## config.mk

```make
export PLATFORM = sky130hd
export DESIGN_NAME = uspbg_top
export DESIGN_NICKNAME = d
export VERILOG_FILES = /design/src/hdl/uspbg_pkg.sv /design/src/hdl/uspbg_reload_cnt.sv /design/src/hdl/uspbg_top.sv
export SDC_FILE = /design/constraint.sdc
export NUM_CORES = 1
export LEC_CHECK = 0
export BUFFER_PORTS_ARGS = -buffer_cell sky130_fd_sc_hd__buf_4
export CAP_MARGIN = 25
export CORE_MARGIN = 2
export CORE_UTILIZATION = 57
export DETAILED_ROUTE_END_ITERATION = 10
export GPL_TIMING_DRIVEN = 0
export PLACE_DENSITY = 0.86
export SYNTH_ARGS = -nofsm -noshare
export SYNTH_HDL_FRONTEND = slang
export SYNTH_SLANG_ARGS = --single-unit
```

## constraint.sdc

```tcl
create_clock -name ref_clk -period 2.67 [get_ports ref_clk]
set_input_delay 0.801 -clock ref_clk [delete_from_list [all_inputs] [get_ports ref_clk]]
set_output_delay 0.801 -clock ref_clk [all_outputs]
set_load 0.005 [all_outputs]
```

## src/hdl/uspbg_pkg.sv

```systemverilog
/*
 * Constants, register map and state encodings for the serial port with
 * baud generation. Assumes a single core clock and a 32-bit Avalon-MM
 * register bus with byte addresses.
 */
package uspbg_pkg;

	// Register map (byte addresses)
	localparam int         ADDR_W     = 4;
	localparam logic [3:0] CTRL_OFS   = 4'h0;
	localparam logic [3:0] DATA_OFS   = 4'h4;
	localparam logic [3:0] BAUD_OFS   = 4'h8;
	localparam logic [3:0] RELOAD_OFS = 4'hC;

	// Control register fields
	localparam int MODE0_BIT = 7;
	localparam int MODE1_BIT = 6;
	localparam int MPE_BIT   = 5;
	localparam int REN_BIT   = 4;
	localparam int TB8_BIT   = 3;
	localparam int RB8_BIT   = 2;
	localparam int TI_BIT    = 1;
	localparam int RI_BIT    = 0;

	// Baud select register fields
	localparam int DRATE_BIT  = 0;
	localparam int TRANSMIT_CLOCK_SELECT_BIT   = 1;
	localparam int RCLK_BIT   = 2;
	localparam int TXBUSY_BIT = 4;
	localparam int RXBUSY_BIT = 5;

	// Reload register fields
	localparam int T2L_LSB = 0;
	localparam int T2H_LSB = 8;

	// Reset values
	localparam logic [7:0]  CTRL_RST   = 8'h00;
	localparam logic [15:0] RELOAD_RST = 16'h0000;

	// Timing: divisors of the core clock and oversampling
	localparam int         OVERSAMPLE   = 16;
	localparam int         M0_DIV       = 12;
	localparam int         M2_DIV_SLOW  = 64;
	localparam int         M2_DIV_FAST  = 32;
	localparam int         M2_PRE_SPAN  = 4;
	localparam logic [3:0] MID_SAMPLE   = 4'(OVERSAMPLE / 2 - 1);
	localparam logic [3:0] M0_RLD       = 4'(OVERSAMPLE - M0_DIV);
	localparam logic [3:0] M0_RISE      = 4'(OVERSAMPLE - M0_DIV / 2);
	localparam logic [3:0] M0_RISE_PRE  = 4'(OVERSAMPLE - M0_DIV / 2 - 1);
	localparam logic [3:0] DIV_RLD      = 4'h0;
	localparam logic [1:0] M2_RLD_SLOW  =
		2'(M2_PRE_SPAN - M2_DIV_SLOW / OVERSAMPLE);
	localparam logic [1:0] M2_RLD_FAST  =
		2'(M2_PRE_SPAN - M2_DIV_FAST / OVERSAMPLE);

	// Frame lengths in bits
	localparam logic [3:0] DATA_BITS   = 4'h8;
	localparam logic [3:0] FRAME8_BITS = 4'hA;
	localparam logic [3:0] FRAME9_BITS = 4'hB;

	typedef enum logic [1:0] {
		MODE_SHIFT  = 2'h0,
		MODE_UART8  = 2'h1,
		MODE_FIXED9 = 2'h2,
		MODE_VAR9   = 2'h3
	} uspbg_mode_t;

	typedef enum logic [3:0] {
		TX_IDLE   = 4'b0001,
		TX_LOAD   = 4'b0010,
		TX_ASYNC  = 4'b0100,
		TX_SHIFT0 = 4'b1000
	} uspbg_tx_t;

	typedef enum logic [4:0] {
		RX_IDLE   = 5'b00001,
		RX_START  = 5'b00010,
		RX_DATA   = 5'b00100,
		RX_STOP   = 5'b01000,
		RX_SHIFT0 = 5'b10000
	} uspbg_rx_t;

endpackage

```

## src/hdl/uspbg_reload_cnt.sv

```systemverilog
/*
 * Reload counter: counts up on each step, flags the wrap from all ones
 * and reloads. Period in steps is two to the W minus the reload value.
 * Assumes the reload value is held stable by the caller.
 */
`timescale 1ns/1ps
module uspbg_reload_cnt #(
	parameter int W = 4
) (
	// Clock and reset
	input  wire logic         clk,
	input  wire logic         resetn,
	// Control
	input  wire logic         restart,
	input  wire logic         step,
	input  wire logic [W-1:0] reload,
	// Status
	output logic      [W-1:0] count,
	output logic              wrap
);
	logic [W-1:0] next_count;

	// Wrap marks the step that leaves the all-ones value
	assign wrap = step & (&count);

	// Restart takes priority so a frame always begins on a clean phase
	always_comb begin
		next_count = count;
		if (restart) begin
			next_count = reload;
		end else if (wrap) begin
			next_count = reload;
		end else if (step) begin
			next_count = count + {{(W-1){1'b0}}, 1'b1};
		end
	end

	always_ff @(posedge clk or negedge resetn) begin
		if (!resetn) begin
			count <= '0;
		end else begin
			count <= next_count;
		end
	end
endmodule

```

## src/hdl/uspbg_top.sv

```systemverilog
/*
 * Full-duplex serial port: shift-register mode, 8-bit and 9-bit UART
 * modes, baud timing from the core clock, a timer 1 overflow pulse or an
 * internal timer 2 baud generator. Assumes an Avalon-MM master on the
 * core clock and a timer 1 outside the block that pulses on overflow.
 */
// Implementation choices: the Avalon-MM interface to the registers and the register offsets.
`timescale 1ns/1ps
// Function
// Shift mode receive starts only with receive enabled and flag clear.
// Mode 1 frame: start 0, eight bits LSB first, stop 1.
// Mode 1 rate follows timer 1 or timer 2, per direction.
// Write starts mode 1 send; stop bit 1; done flag at stop.
// Async receiver starts on falling edge, skips start, takes bits.
// Mode 1 final shift loads buffer, stop bit, flag if accepted.
// Mode 2 rate is clock over 64, or 32 with double rate.
// Modes 2 and 3 frame: start, eight bits, ninth bit, stop.
// Nine-bit send loads byte and ninth bit, starts at next tick.
// Nine-bit receive latches byte and ninth bit when accepted.
// Mode 3 is the nine-bit frame at the mode 1 rate.
// Any data write sends; async receive needs receive enable.
// Shift mode bit rate is core clock over 12.
// Timer 1 rate is overflow rate times double factor over 32.
// Software disables timer 1 interrupt and sets its reload.
// Timer 2 rate is overflow over 16, counting every two clocks.
// Timer 2 select bits make it the baud generator per direction.
// Transmit and receive may run at different rates at once.
// Multiprocessor receive with ninth bit 0 raises no flag.
// Flags are set by hardware only and cleared by software; a control write here can also set them.
// Data write loads transmit; read returns separate receive buffer.
// Receive line synchronised; start checked at mid-bit of sixteen.
module uspbg_top (
	// Clock and reset
	input  wire logic                         ref_clk,
	input  wire logic                         resetn,
	// Avalon-MM slave
	input  wire logic [uspbg_pkg::ADDR_W-1:0] avs_address,
	input  wire logic                         avs_read,
	input  wire logic                         avs_write,
	input  wire logic [3:0]                   avs_byteenable,
	input  wire logic [31:0]                  avs_writedata,
	output logic      [31:0]                  avs_readdata,
	output logic                              avs_waitrequest,
	// Baud source
	input  wire logic                         timer1_overflow,
	// Serial pins
	input  wire logic                         rxd_in,
	output logic                              rxd_out,
	output logic                              rxd_oe_n,
	output logic                              txd_out
);
	import uspbg_pkg::*;

	logic        req, ack, next_ack;
	logic [31:0] next_rdata;
	logic        wr_ctrl, wr_data, wr_baud;
	logic [1:0]  wr_rld;
	uspbg_mode_t mode, next_mode;
	logic        mpe, ren, tb8, rb8, ti, ri, double_rate_bit, transmit_clock_select, rclk;
	logic        next_mpe, next_ren, next_tb8, next_rb8, next_ti, next_ri;
	logic        next_double_rate_bit, next_transmit_clock_select, next_rclk;
	logic [15:0] t2_reload, next_t2_reload;
	logic [7:0]  rx_buf, next_rx_buf;
	logic        set_ti, set_ri, ld_rx, ld_rx9;
	logic        rx_meta, rx_sync, rx_prev, rx_fall;
	logic        t1half, t2half, t1_tick, t2_step, t2_ovf, m2_tick;
	logic        tx_sample, rx_sample, tx_bit, rx_mid, rx_restart;
	logic [3:0]  rx_div_cnt, m0_cnt;
	logic        m0_wrap, tx_m0_go, rx_m0_go, m0_restart, m0_clk;
	uspbg_tx_t   tx_state, next_tx_state;
	logic [10:0] tx_frame, next_tx_frame;
	logic [3:0]  tx_cnt, next_tx_cnt, nbits;
	logic        txd, next_txd;
	uspbg_rx_t   rx_state, next_rx_state;
	logic [8:0]  rx_sh, next_rx_sh;
	logic [3:0]  rx_cnt, next_rx_cnt;

	// Bus: one wait cycle, so read data is registered before it is taken
	assign req             = avs_read | avs_write;
	assign avs_waitrequest = req & ~ack;
	assign next_ack        = req & ~ack;
	assign wr_ctrl = avs_write & ack & avs_byteenable[0]
		& (avs_address == CTRL_OFS);
	assign wr_data = avs_write & ack & avs_byteenable[0]
		& (avs_address == DATA_OFS);
	assign wr_baud = avs_write & ack & avs_byteenable[0]
		& (avs_address == BAUD_OFS);
	assign wr_rld  = {2{avs_write & ack & (avs_address == RELOAD_OFS)}}
		& avs_byteenable[1:0];

	// Read mux; unmapped addresses read as zero
	always_comb begin
		next_rdata = '0;
		case (avs_address)
			CTRL_OFS: next_rdata[7:0] = {mode, mpe, ren, tb8, rb8, ti, ri};
			DATA_OFS: next_rdata[7:0] = rx_buf;
			BAUD_OFS: begin
				next_rdata[DRATE_BIT]  = double_rate_bit;
				next_rdata[TRANSMIT_CLOCK_SELECT_BIT]   = transmit_clock_select;
				next_rdata[RCLK_BIT]   = rclk;
				next_rdata[TXBUSY_BIT] = (tx_state != TX_IDLE);
				next_rdata[RXBUSY_BIT] = (rx_state != RX_IDLE);
			end
			RELOAD_OFS: next_rdata[15:0] = t2_reload;
			default: next_rdata = '0;
		endcase
	end

	always_ff @(posedge ref_clk or negedge resetn) begin
		if (!resetn) begin
			ack          <= 1'b0;
			avs_readdata <= '0;
		end else begin
			ack          <= next_ack;
			avs_readdata <= next_rdata;
		end
	end

	// Software registers; hardware set wins over a software clear
	always_comb begin
		next_mode = mode;
		next_mpe  = mpe;
		next_ren  = ren;
		next_tb8  = tb8;
		next_rb8  = rb8;
		next_ti   = ti;
		next_ri   = ri;
		next_double_rate_bit = double_rate_bit;
		next_transmit_clock_select = transmit_clock_select;
		next_rclk = rclk;
		next_t2_reload = t2_reload;
		next_rx_buf    = rx_buf;
		if (wr_ctrl) begin
			next_mode = uspbg_mode_t'({avs_writedata[MODE0_BIT],
				avs_writedata[MODE1_BIT]});
			next_mpe = avs_writedata[MPE_BIT];
			next_ren = avs_writedata[REN_BIT];
			next_tb8 = avs_writedata[TB8_BIT];
			next_rb8 = avs_writedata[RB8_BIT];
			next_ti  = avs_writedata[TI_BIT];
			next_ri  = avs_writedata[RI_BIT];
		end
		if (wr_baud) begin
			next_double_rate_bit = avs_writedata[DRATE_BIT];
			next_transmit_clock_select = avs_writedata[TRANSMIT_CLOCK_SELECT_BIT];
			next_rclk = avs_writedata[RCLK_BIT];
		end
		if (wr_rld[0]) begin
			next_t2_reload[7:0] = avs_writedata[T2L_LSB +: 8];
		end
		if (wr_rld[1]) begin
			next_t2_reload[15:8] = avs_writedata[T2H_LSB +: 8];
		end
		if (set_ti) begin
			next_ti = 1'b1;
		end
		if (set_ri) begin
			next_ri = 1'b1;
		end
		if (ld_rx) begin
			next_rx_buf = rx_sh[8:1]; // see
		end
		if (ld_rx9) begin
			next_rb8 = rx_sync; // see
		end
	end

	always_ff @(posedge ref_clk or negedge resetn) begin
		if (!resetn) begin
			mode      <= uspbg_mode_t'(CTRL_RST[MODE0_BIT -: 2]);
			mpe       <= CTRL_RST[MPE_BIT];
			ren       <= CTRL_RST[REN_BIT];
			tb8       <= CTRL_RST[TB8_BIT];
			rb8       <= CTRL_RST[RB8_BIT];
			ti        <= CTRL_RST[TI_BIT];
			ri        <= CTRL_RST[RI_BIT];
			double_rate_bit      <= 1'b0;
			transmit_clock_select      <= 1'b0;
			rclk      <= 1'b0;
			t2_reload <= RELOAD_RST;
			rx_buf    <= '0;
		end else begin
			mode      <= next_mode;
			mpe       <= next_mpe;
			ren       <= next_ren;
			tb8       <= next_tb8;
			rb8       <= next_rb8;
			ti        <= next_ti;
			ri        <= next_ri;
			double_rate_bit      <= next_double_rate_bit;
			transmit_clock_select      <= next_transmit_clock_select;
			rclk      <= next_rclk;
			t2_reload <= next_t2_reload;
			rx_buf    <= next_rx_buf;
		end
	end

	// Synchroniser and halving toggles; rx_meta feeds rx_sync only
	always_ff @(posedge ref_clk or negedge resetn) begin
		if (!resetn) begin
			rx_meta <= 1'b1;
			rx_sync <= 1'b1;
			rx_prev <= 1'b1;
			t1half  <= 1'b0;
			t2half  <= 1'b0;
		end else begin
			rx_meta <= rxd_in;
			rx_sync <= rx_meta;
			rx_prev <= rx_sync;
			t1half  <= t1half ^ timer1_overflow;
			t2half  <= ~t2half;
		end
	end

	// Sample ticks at sixteen per bit, chosen per direction
	assign rx_fall   = rx_prev & ~rx_sync;
	assign t1_tick   = timer1_overflow & (double_rate_bit | t1half);
	assign t2_step   = (transmit_clock_select | rclk) & t2half; // see
	assign tx_sample = (mode == MODE_FIXED9) ? m2_tick
		: (transmit_clock_select ? t2_ovf : t1_tick); // see
	assign rx_sample = (mode == MODE_FIXED9) ? m2_tick
		: (rclk ? t2_ovf : t1_tick); // see
	assign rx_mid     = rx_sample & (rx_div_cnt == MID_SAMPLE);
	assign m0_restart = tx_m0_go | rx_m0_go;
	// Shift clock low in the first half of each bit, rising mid-bit
	assign m0_clk = m0_restart ? 1'b0
		: ((m0_cnt >= M0_RISE_PRE) && !m0_wrap);

	uspbg_reload_cnt #(.W(2)) u_m2_pre (
		.clk(ref_clk), .resetn(resetn), .restart(1'b0), .step(1'b1),
		.reload(double_rate_bit ? M2_RLD_FAST : M2_RLD_SLOW),
		.count(), .wrap(m2_tick));
	// Held at reload outside baud mode, else the first overflow waits
	// for a full 16-bit wrap from zero
	uspbg_reload_cnt #(.W(16)) u_timer2 (
		.clk(ref_clk), .resetn(resetn), .restart(~(transmit_clock_select | rclk)),
		.step(t2_step),
		.reload(t2_reload), .count(), .wrap(t2_ovf));
	uspbg_reload_cnt #(.W(4)) u_tx_div (
		.clk(ref_clk), .resetn(resetn), .restart(1'b0), .step(tx_sample),
		.reload(DIV_RLD), .count(), .wrap(tx_bit));
	uspbg_reload_cnt #(.W(4)) u_rx_div (
		.clk(ref_clk), .resetn(resetn), .restart(rx_restart),
		.step(rx_sample), .reload(DIV_RLD), .count(rx_div_cnt),
		.wrap());
	uspbg_reload_cnt #(.W(4)) u_m0_div (
		.clk(ref_clk), .resetn(resetn), .restart(m0_restart),
		.step(1'b1), .reload(M0_RLD), .count(m0_cnt), .wrap(m0_wrap));

	// Transmitter; a write while busy restarts with the new byte
	assign nbits = (mode == MODE_UART8) ? FRAME8_BITS : FRAME9_BITS;
	always_comb begin
		next_tx_state = tx_state;
		next_tx_frame = tx_frame;
		next_tx_cnt   = tx_cnt;
		next_txd      = txd;
		set_ti        = 1'b0;
		tx_m0_go      = 1'b0;
		if (wr_data) begin
			next_tx_state = TX_LOAD; // see
			next_tx_cnt   = '0;
			if (mode == MODE_SHIFT) begin
				next_tx_frame = {3'b111, avs_writedata[7:0]};
			end else begin
				next_tx_frame = {1'b1, (mode == MODE_UART8) | tb8,
					avs_writedata[7:0], 1'b0}; // see see
			end
		end else begin
			case (tx_state)
				TX_IDLE: next_txd = (rx_state == RX_SHIFT0) ? m0_clk : 1'b1;
				TX_LOAD: begin
					if (mode == MODE_SHIFT) begin
						if (rx_state != RX_SHIFT0) begin
							tx_m0_go      = 1'b1;
							next_txd      = 1'b0;
							next_tx_state = TX_SHIFT0;
						end
					end else if (tx_bit) begin
						next_txd      = tx_frame[0];
						next_tx_frame = {1'b1, tx_frame[10:1]};
						next_tx_cnt   = 4'h1;
						next_tx_state = TX_ASYNC;
					end
				end
				TX_ASYNC: begin
					if (tx_bit) begin
						if (tx_cnt == nbits) begin
							next_txd      = 1'b1;
							next_tx_state = TX_IDLE;
						end else begin
							next_txd      = tx_frame[0];
							next_tx_frame = {1'b1, tx_frame[10:1]};
							next_tx_cnt   = tx_cnt + 4'h1;
							set_ti = (tx_cnt == nbits - 4'h1); // see
						end
					end
				end
				TX_SHIFT0: begin
					next_txd = m0_clk;
					if (m0_wrap) begin
						next_tx_frame = {1'b1, tx_frame[10:1]};
						next_tx_cnt   = tx_cnt + 4'h1;
						if (tx_cnt == DATA_BITS - 4'h1) begin
							set_ti        = 1'b1;
							next_txd      = 1'b1;
							next_tx_state = TX_IDLE;
						end
					end
				end
				default: next_tx_state = TX_IDLE;
			endcase
		end
	end

	always_ff @(posedge ref_clk or negedge resetn) begin
		if (!resetn) begin
			tx_state <= TX_IDLE;
			tx_frame <= '1;
			tx_cnt   <= '0;
			txd      <= 1'b1;
		end else begin
			tx_state <= next_tx_state;
			tx_frame <= next_tx_frame;
			tx_cnt   <= next_tx_cnt;
			txd      <= next_txd;
		end
	end

	// Shift mode drives data on the receive pin, clock on transmit pin
	assign txd_out  = txd;
	assign rxd_out  = tx_frame[0];
	assign rxd_oe_n = (tx_state != TX_SHIFT0);

	// Receiver; frame is dropped when the flag is still set
	always_comb begin
		next_rx_state = rx_state;
		next_rx_sh    = rx_sh;
		next_rx_cnt   = rx_cnt;
		set_ri        = 1'b0;
		ld_rx         = 1'b0;
		ld_rx9        = 1'b0;
		rx_m0_go      = 1'b0;
		rx_restart    = 1'b0;
		case (rx_state)
			RX_IDLE: begin
				if (mode == MODE_SHIFT) begin
					if (ren && !ri && tx_state == TX_IDLE && !wr_data) begin
						rx_m0_go      = 1'b1;
						next_rx_cnt   = '0;
						next_rx_state = RX_SHIFT0;
					end
				end else if (ren && rx_fall) begin
					rx_restart    = 1'b1; // see
					next_rx_state = RX_START;
				end
			end
			RX_START: begin
				if (rx_mid) begin
					next_rx_cnt   = '0;
					next_rx_state = rx_sync ? RX_IDLE : RX_DATA;
				end
			end
			RX_DATA: begin
				if (rx_mid) begin
					next_rx_sh  = {rx_sync, rx_sh[8:1]};
					next_rx_cnt = rx_cnt + 4'h1;
					if (rx_cnt == DATA_BITS) begin
						// Ninth bit is the stop bit in mode 1
						if (!ri && (!mpe || rx_sync)) begin
							ld_rx  = 1'b1; // see
							ld_rx9 = 1'b1;
							set_ri = 1'b1;
						end
						next_rx_state = (mode == MODE_UART8) ? RX_IDLE : RX_STOP;
					end
				end
			end
			RX_STOP: begin
				if (rx_mid) begin
					next_rx_state = RX_IDLE;
				end
			end
			RX_SHIFT0: begin
				if (m0_cnt == M0_RISE) begin
					next_rx_sh  = {rx_sync, rx_sh[8:1]};
					next_rx_cnt = rx_cnt + 4'h1;
				end
				if (m0_wrap && rx_cnt == DATA_BITS) begin
					ld_rx         = 1'b1;
					set_ri        = 1'b1;
					next_rx_state = RX_IDLE;
				end
			end
			default: next_rx_state = RX_IDLE;
		endcase
	end

	always_ff @(posedge ref_clk or negedge resetn) begin
		if (!resetn) begin
			rx_state <= RX_IDLE;
			rx_sh    <= '0;
			rx_cnt   <= '0;
		end else begin
			rx_state <= next_rx_state;
			rx_sh    <= next_rx_sh;
			rx_cnt   <= next_rx_cnt;
		end
	end
endmodule

```

* Word level (Yosys, flattened, before mapping)
Index checks and enable logic that the tools add are counted.
W data, S select, Z words.
** Cells by class
- Div/mod/pow operators :: 0
- Equal/unequal tests :: 48
- Muxes and demuxes :: 104
- $add $sub $neg :: 8
- Reductions and logical operators :: 34
- Multipliers :: 0
- Bitwise gates (word level) :: 25
- Shifts and indexed selects :: 0
- $lt $le $gt $ge :: 1
** Operators by type and width (number)
- $mux W4 :: 27
- $mux W11 :: 6
- $mux W16 :: 3
- $mux W1 :: 40
- $mux W5 :: 8
- $ne A3 B3 Y1 const B :: 11
- $pmux W11 S3 :: 1
- $pmux W4 S4 :: 2
- $pmux W5 S5 :: 1
- $add A4 B1 Y4 const B :: 5
- $eq A4 B4 Y1 const B :: 5
- $mux W9 :: 2
- $pmux W9 S2 :: 1
- $add A16 B1 Y16 const B :: 1
- $eq A4 B3 Y1 const B :: 4
- $ne A2 B2 Y1 const B :: 8
- $reduce_and A16 Y1 :: 1
- $and A1 B1 Y1 :: 14
- $reduce_and A7 Y1 :: 2
- $ne A4 B4 Y1 const B :: 3
- $pmux W3 S4 :: 1
- $pmux W4 S3 :: 1
- $reduce_and A4 Y1 :: 3
- $reduce_and A6 Y1 :: 2
- 42 further kinds :: 68
** Word-level totals
- Output and inout port bits :: 36
- Input port bits :: 46
- Memories kept :: 0
- Bits in latches :: 0
- Bits in read-only memories :: 0
- Bits in writable memories :: 0
- Register bits after elaboration :: 125
- Word-level logic and storage cells :: 252

* Longest topological paths before layout
Gate-level depths: netlist of the first run.
- Word-level depth :: 13
- Gate-level depth with buffers :: 8
- Depth with buffers taken out :: 7

* Cells and area by module
A second synthesis of the first run with hierarchy kept.
** Second synthesis, totals
- Cells, all modules :: 657
- Area, all modules :: 6791.5 um^2
** Modules (own cells, without submodules)
- uspbg_top :: instances 1, cells each 420, area each 4664.5 um^2
- uspbg_reload_cnt at u_timer2 :: instances 1, cells each 133, area each 1179.9 um^2
- uspbg_reload_cnt at u_m0_div ... :: instances 3, cells each 31, area each 272.8 um^2
- uspbg_reload_cnt at u_m2_pre :: instances 1, cells each 11, area each 128.9 um^2

* Least setup slack after synthesis of the first run
OpenSTA, ideal clock, no wires.
- Kind :: input-to-reg
- Start :: input port avs_address[3] in the netlist's numbering
- End :: register rx_state[2]
- Slack :: 146 ps
- Data required time :: 2543 ps
- Stages on the path :: 7
- Library setup time :: 127 ps
- Data arrival time :: 2397 ps
- Path buffers :: 2
- Cells stage by stage :: clkbuf_1 -> and4b_1 -> clkbuf_1 -> o31ai_2 -> a2bb2oi_2 -> o41a_2 -> mux2_1
** On the way
- Longest elaborated chain between the ends :: 6
** RTL lines
- from (decl) :: RTL line uspbg_top.sv:37 : input wire logic [uspbg_pkg::ADDR_W-1:0] avs_address,
- $eq A4 B3 Y1 :: RTL line uspbg_top.sv:85 : & (avs_address == DATA_OFS);
- $and A1 B1 Y1 :: RTL line uspbg_top.sv:85
- $logic_not A1 Y1 :: RTL line uspbg_top.sv:347 : if (ren && !ri && tx_state == TX_IDLE && !wr_data) begin
- $logic_and A1 B1 Y1 :: RTL line uspbg_top.sv:347
- $ne A3 B3 Y1 (no line)
- $reduce_and A7 Y1 (no line)
- to (signal assigned) :: RTL line uspbg_top.sv:404 : rx_state <= next_rx_state;
- to (decl) :: RTL line uspbg_top.sv:74 : uspbg_rx_t rx_state, next_rx_state;
Every way passes these cells.
A chain may end at the register's enable or synchronous reset.

* Worst setup path after layout of the first run
- Start :: register u_timer2.count[0]
- End :: register u_timer2.count[9]
** On the way
- Longest elaborated chain between the ends :: 4
** RTL lines
- from (decl) :: RTL line uspbg_reload_cnt.sv:18 : output logic [W-1:0] count,
- from (signal assigned) :: RTL line uspbg_reload_cnt.sv:42 : count <= next_count;
- $add A16 B1 Y16 / $reduce_and A16 Y1 (equally long branches) :: RTL line uspbg_reload_cnt.sv:34, uspbg_reload_cnt.sv:24
- $mux W16 / $and A1 B1 Y1 (equally long branches) :: RTL line uspbg_reload_cnt.sv:33, uspbg_reload_cnt.sv:24
- $mux W16 :: RTL line uspbg_reload_cnt.sv:31 : end else if (wrap) begin
- $mux W16 :: RTL line uspbg_reload_cnt.sv:29 : if (restart) begin
Several ways; a longest one is shown, not always the timed one. The select of a mux whose other input is x is not followed.

==> impl_metrics.tcl, run 1 <==
set metrics [dict create \
    cts_buffers 17 \
    holdWs_ns 0.242 \
    p_sw_mw 2.04 \
    grt_pass1_wl_um 25600 \
    wl_per_cell_um 18.4 \
    grt_pass1_vias 5146 \
    gp_congestion 0.879 \
    worst_setup_path_end_kind "register" \
    cp.required_ns 2.95 \
    start_kind "register" \
    clock_path_buffers 2 \
    post-route-util_pct 70.2 \
    grt_use_total_pct 25.9 \
    finClkSkew_ns 0.00597 \
    period_minus_slack_ns 2.67 \
    vias 5301 \
    synth_edf_count 0 \
    die_h_um 111 \
    die_area_sq_um 12200 \
    seqPwrFrac_pct 41.0 \
    vias_per_cell 6.24 \
    syn_avg_cell_area_sq_um 10.5 \
    fin_tns_setup_ns 0 \
    synthArstFlopShare_pct 100 \
    max_slew_margin_pct 52.2 \
    rows 38 \
    die_x_um 111 \
    timing.final.crit_share_pct 99.9 \
    rsz0062_at_grt "yes" \
    synth.distinct_cells 80 \
    status "completed" \
    synth-main-ff-cell "dfrtp_1" \
    p_clk_share_pct 36.7 \
    maxCapViolCount 0 \
    ant_nets 0 \
    cts_tree "built" \
    clock_latency_ns 0.42 \
    io_pins 82 \
    path_clk_slew_ns 0.06 \
    hold_path.class "in -> async" \
    criticalPathCategory "reg -> reg" \
    htreeDepth 4 \
    gr-total-overflow 0 \
    hold_violations 0 \
    worstPathMaxFanout 10 \
    root_buffer "clkbuf_16" \
    maxSlewViolCount 0 \
    coreArea_sq_um 11000 \
    hpwl_um 10900 \
    cts_hold_buffers 0 \
    synthCells 617 \
    tightest_slew_ns 0.713 \
    netlist_area_sq_um 6470 \
    ys_ff_latch 123 \
    grt_start_max_net_pins 100 \
    dr.pass1.iters 5 \
    ys.warnings.count 0 \
    crit_arrival_ns 2.94 \
    setup_viol 0 \
    comb_power_share_pct 22.3 \
    power.leakage_nw 3.48 \
    antenna_found_initial 0 \
    peakVddDrop_mv 0.492 \
    start_util_pct 59.0 \
    drt_iter0_markers 547 \
    cts_sinks 123 \
    syn_to_final_growth_pct 19.1 \
    drive_gt1_share_pct 26.9 \
    drt_wl_total_um 15600 \
    fmax_ghz 0.375 \
    route.detailed.drc 0 \
    n_antenna_cell 0 \
    powerDensity_nw_per_um2 831 \
    ys_seq_area_share_pct 47.8 \
    power_switching_share_pct 31.9 \
    fin_total_pwr_mw 6.41 \
    final_nets 754 \
    p_int_mw 4.37 \
    port_buffers 45 \
]
==> area by class of cell <==
cell class | instances | area [sq um]
buffer | 43 | 241
clock buffer | 19 | 433
clock inverter | 13 | 166
fill | 761 | 3270
inverter | 15 | 56.3
multi-input combinational | 451 | 3170
sequential | 123 | 3100
tap | 140 | 175
timing repair buffer | 46 | 369
==> cell usage in the layout (no fill, tap or decap), types with 5 or more instances in the layout <==
cell	synthesis	layout
nand4_1	5	5
dfrtp_1	107	107
a21oi_1	38	37
buf_2	7	7
inv_1	14	14
clkbuf_1	17	19
conb_1	1	16
clkbuf_16	0	17
nand3b_1	6	6
and3_1	8	8
o21ai_1	10	10
buf_4	17	61
nand2_1	42	42
nand2b_1	5	5
mux2_2	26	26
mux2i_1	13	13
dfstp_2	16	16
o21ai_0	35	35
a31oi_1	19	19
nor3_1	13	12
mux4_2	5	5
mux2_4	8	8
o31ai_1	6	6
mux2_1	10	10
a22oi_1	7	7
nor2_1	50	49
and2_1	17	17
ha_1	11	11
nand3_1	19	19
==> critical path: stages, from the launching register on <==
cell and delay (ns):
dfrtp_1 0.41, ha_1 0.24, nand4_1 0.26, nor3_2 0.52
a21o_1 0.34, buf_1 0.41, a21oi_1 0.08, o21ai_0 0.15
o21ai_0 0.10
==> flip-flops by register name, summed over array words and instances, names as in the netlist, 2 cells and up <==
register,flops
rx_sh,8
tx_state,4
rx_cnt,4
u_tx_div.count,4
u_m0_div.count,4
tx_cnt,4
u_m2_pre.count,2
avs_readdata,16
tx_frame,10
t2_reload,16
rx_state,5
u_rx_div.count,4
rx_buf,8
mode,2
u_timer2.count,16
==> metrics by stage <==
| stage | instance area (sq um) | setup slack, ns | cells |
|---|---|---|---|
| 6_report | 7710 | 0.00397 | 850 |
| 5_1_grt | 7710 | -0.111 | 850 |
| 4_1_cts | 7680 | 0.00754 | 850 |
| 3_5_place_dp | 7080 | -0.346 | 818 |
| 3_3_place_gp | 7040 | -0.343 | 817 |
| 2_1_floorplan | 6530 | 0.146 | 632 |
==> cell usage after synthesis (13+ instances only) <==
| cell | count | share of area [%] |
|---|---|---|
| nor3_1 | 13 | 1.0 |
| inv_1 | 14 | 0.81 |
| nor2_1 | 50 | 2.9 |
| and2_1 | 17 | 1.6 |
| mux2_2 | 26 | 4.5 |
| nand3_1 | 19 | 1.5 |
| mux2i_1 | 13 | 2.0 |
| buf_4 | 17 | 2.0 |
| a31oi_1 | 19 | 1.8 |
| nand2_1 | 42 | 2.4 |
| clkbuf_1 | 17 | 0.99 |
| dfstp_2 | 16 | 6.5 |
| o21ai_0 | 35 | 2.7 |
| dfrtp_1 | 107 | 41 |
| a21oi_1 | 38 | 2.9 |
==> power groups by stage <==
stage / clock (mW) / sequential [mW] / combinational (mW)
6_report: 2.35 / 2.63 / 1.43
5_1_grt: 2.45 / 2.68 / 1.58
4_1_cts: 2.36 / 2.62 / 1.40
3_5_place_dp: 0 / 2.64 / 1.38
3_3_place_gp: 0 / 2.61 / 1.30
2_1_floorplan: 0 / 2.54 / 1.04
==> path summary, 6_finish.rpt <==
kind / cells past startpoint / slack [ns] / to / start
max in group asynchronous: 2 / 1.67 / tx_frame[8] / resetn
worst max-delay path: 8 / 0.004 / u_timer2.count[9] / u_timer2.count[0]
min in group ref_clk: 0 / 0.36 / rx_sync / rx_meta
worst max register to register: 8 / 0.004 / u_timer2.count[9] / u_timer2.count[0]
worst min-delay path: 1 / 0.24 / u_rx_div.count[3] / resetn
worst min register to register: 0 / 0.36 / rx_sync / rx_meta
==> per-layer routing <==
layer | up-vias | global-route usage [%] | part of all wire (%)
met4 | 0 | 10.3 | 2.4
met5 | - | 0 | 0
met3 | 37 | 5.82 | 7.3
met2 | 246 | 40.9 | 48
met1 | 2625 | 34.8 | 42
li1 | 2393 | - | -
==> repair_timing <==
action	in CTS	in global routing
gates resized for setup	1	7
setup buffers	0	0
gates cloned	0	0
setup endpoints to repair	1	46
==> cell families (layout without fill, tap and decap cells) <==
group | after synthesis | in the layout | share of synthesized area [%]
DFF | 123 | 123 | 47.8
muxes | 62 | 62 | 11.9
AOI/OAI and AO/OA | 159 | 159 | 16.2
and+or+nand+nor | 196 | 196 | 16.4
xor gates and xnor gates | 7 | 7 | 0.947
buffers and inverters | 58 | 136 | 4.60
adders and majority gates | 11 | 11 | 2.13
other | 1 | 16 | 0.0579
Note: power is estimated with default switching activity, not from simulation.
==> inputs of run 2 (changes only) <==
--- a/config.mk
+++ b/config.mk
@@ -12,6 +12,7 @@
 export DETAILED_ROUTE_END_ITERATION = 10
 export GPL_TIMING_DRIVEN = 0
 export PLACE_DENSITY = 0.86
+export REMOVE_ABC_BUFFERS = 1
 export SYNTH_ARGS = -nofsm -noshare
 export SYNTH_HDL_FRONTEND = slang
 export SYNTH_SLANG_ARGS = --single-unit
==> run 2 against run 1 <==
  * Final area down 2.3%
  * Fmax increased by 3.7%
  * Critical path depth shrank 1
  * Non-clock buffer count is 37 lower
  * Global-route usage is 0.23 points lower
  * First-iteration DRC count grew 4.4%
  * Worst setup slack gained 0.096 ns
  * Combinational power fell by 5%
  * Clock power fell by 2%
  * Final cell count fell by 4.4%
  * Largest cell class unchanged
  * Highest routed layer unchanged
==> impl_metrics.tcl, run 2 (synthesis gave the netlist of run 1 again) <==
set metrics [dict create \
    htreeDepth 4 \
    final_cell_count_no_fill 813 \
    peakVddDrop_mv 0.610 \
    cts_hold_buffers 0 \
    layout_commonest_cell "dfrtp_1" \
    powerDensity_nw_per_um2 839 \
    fin_total_pwr_mw 6.33 \
    start_util_pct 59.0 \
    coreArea_sq_um 11000 \
    route.detailed.drc 0 \
    top_layer "met4" \
    r2r-start "u_timer2.count[0]" \
    rows 38 \
    critPathBufInv 1 \
    cp.required_ns 2.97 \
    critPathMaxStageDelay_ns 0.58 \
    critPathTopFamily "simple AND/OR/NAND/NOR gates" \
    drive_gt1_share_pct 25.1 \
    startpoint "avs_address[1]" \
    postLayoutCellArea_sq_um 7540 \
    final_cell_mix "107 x dfrtp_1, 50 x nor2_1, 47 x buf_4, 42 x nand2_1, 37 x a21oi_1" \
    vias 5100 \
    port_buffers 47 \
    dr_wl_met2_um 7710 \
    hpwl_um 10300 \
    worst_setup_path_end_kind "register" \
    hold_violations 0 \
    post-route-util_pct 68.6 \
    crit_chain "buf_4, nor2_1, and4b_4, o31ai_2, a2bb2oi_2, o41a_2, mux2_1" \
    top_regs "avs_readdata: 16 flops, t2_reload: 16 flops, u_timer2.count: 16 flops" \
    dp.cells 780 \
    start_kind "input pin" \
    timing.final.crit_share_pct 96.3 \
    grt_use_total_pct 25.6 \
    maxCapViolCount 0 \
    die_x_um 111 \
    fin_tns_setup_ns 0 \
    cts_buffers 17 \
    fin_ws_ns 0.0997 \
    holdWs_ns 0.278 \
    crit_arrival_ns 2.87 \
    post_dp_cell_area_sq_um 6880 \
    tightest_slew_ns 0.916 \
    gr-total-overflow 0 \
    cts_tree "built" \
    final_nets 717 \
    dr.pass1.iters 5 \
    period_minus_slack_ns 2.57 \
    rsz0062_at_grt "no" \
    grt_start_max_net_pins 84 \
    setup_viol 0 \
    ant_nets 0 \
    clock_latency_ns 0.42 \
    drt_iter0_markers 571 \
    criticalPathCategory "in -> reg" \
    root_buffer "clkbuf_16" \
    wl_met1_um 6530 \
    path_clk_slew_ns 0.05 \
    antenna_found_initial 0 \
    dp_slack_ns -0.693 \
    slowest_stage "and4b_4" \
    maxSlewViolCount 0 \
    fmax_ghz 0.389 \
    power.leakage_nw 3.36 \
    max_slew_margin_pct 38.7 \
    io_pins 82 \
    die_h_um 111 \
    clock_path_buffers 2 \
    syn_to_final_growth_pct 16.4 \
    vias_per_cell 6.27 \
    worstPathMaxFanout 26 \
    grt_pass1_wl_um 25100 \
    wl_per_cell_um 18.9 \
    status "completed" \
    die_area_sq_um 12200 \
    drt_wl_total_um 15400 \
    cts_sinks 123 \
    gp_congestion 0.848 \
    grt_pass1_vias 5067 \
    n_antenna_cell 0 \
    met3_length_um 884 \
    hold_path.class "in -> async" \
    finClkSkew_ns 0.00734 \
]
run 2: cell count changes in the layout (fill, tap and decap cells not counted), moves of 4 or more:
cell	before	now
clkbuf_1	19	4
clkbuf_8	0	5
buf_4	61	47
inv_6	4	0
buf_2	7	1
run 2: final cells by class:
class	count	area (sq um)
multi-input combinational	451	3180
clock buffer	26	509
timing repair buffer	52	432
clock inverter	6	85.1
fill	775	3440
inverter	15	56.3
tap	140	175
sequential	123	3100
run 2: timing repair:
item,4_1_cts,5_1_grt
resized for setup,3,6
pin swaps,0,2
setup buffers,0,1
setup endpoints to repair,15,36
run 2: worst register-to-register path: cells and delay by family (launching register included):
family	cells	cell delay, ns
AO/OA/AOI/OAI	2	0.55
adder cells (fa/ha/maj)	1	0.25
flip-flops	1	0.41
multiplexers	1	0.34
AND/OR/NAND/NOR	3	0.85
run 2: routing by layer:
metal | track usage, % | vias up
met5 | 0 | -
met4 | 9.42 | 0
met3 | 6.31 | 28
met2 | 42.6 | 216
met1 | 32.7 | 2526
li1 | - | 2330
run 2: report_power, final:
part / leakage [nW] / internal [mW] / switching (mW)
clock: 0.287 / 1.49 / 0.805
sequential: 1.57 / 2.26 / 0.413
combinational: 1.50 / 0.610 / 0.748
total: 3.36 / 4.36 / 1.97
run 2: path summary, 6_finish.rpt:
check | to | slack [ns] | cells past startpoint
max | rx_state[3] | 0.1 | 7
min | rx_cnt[1] | 0.28 | 1
max reg2reg | rx_buf[3] | 0.15 | 7
min reg2reg | rx_sync | 0.36 | 0
max in group asynchronous | tx_frame[5] | 1.65 | 2
min in group ref_clk | rx_sync | 0.36 | 0
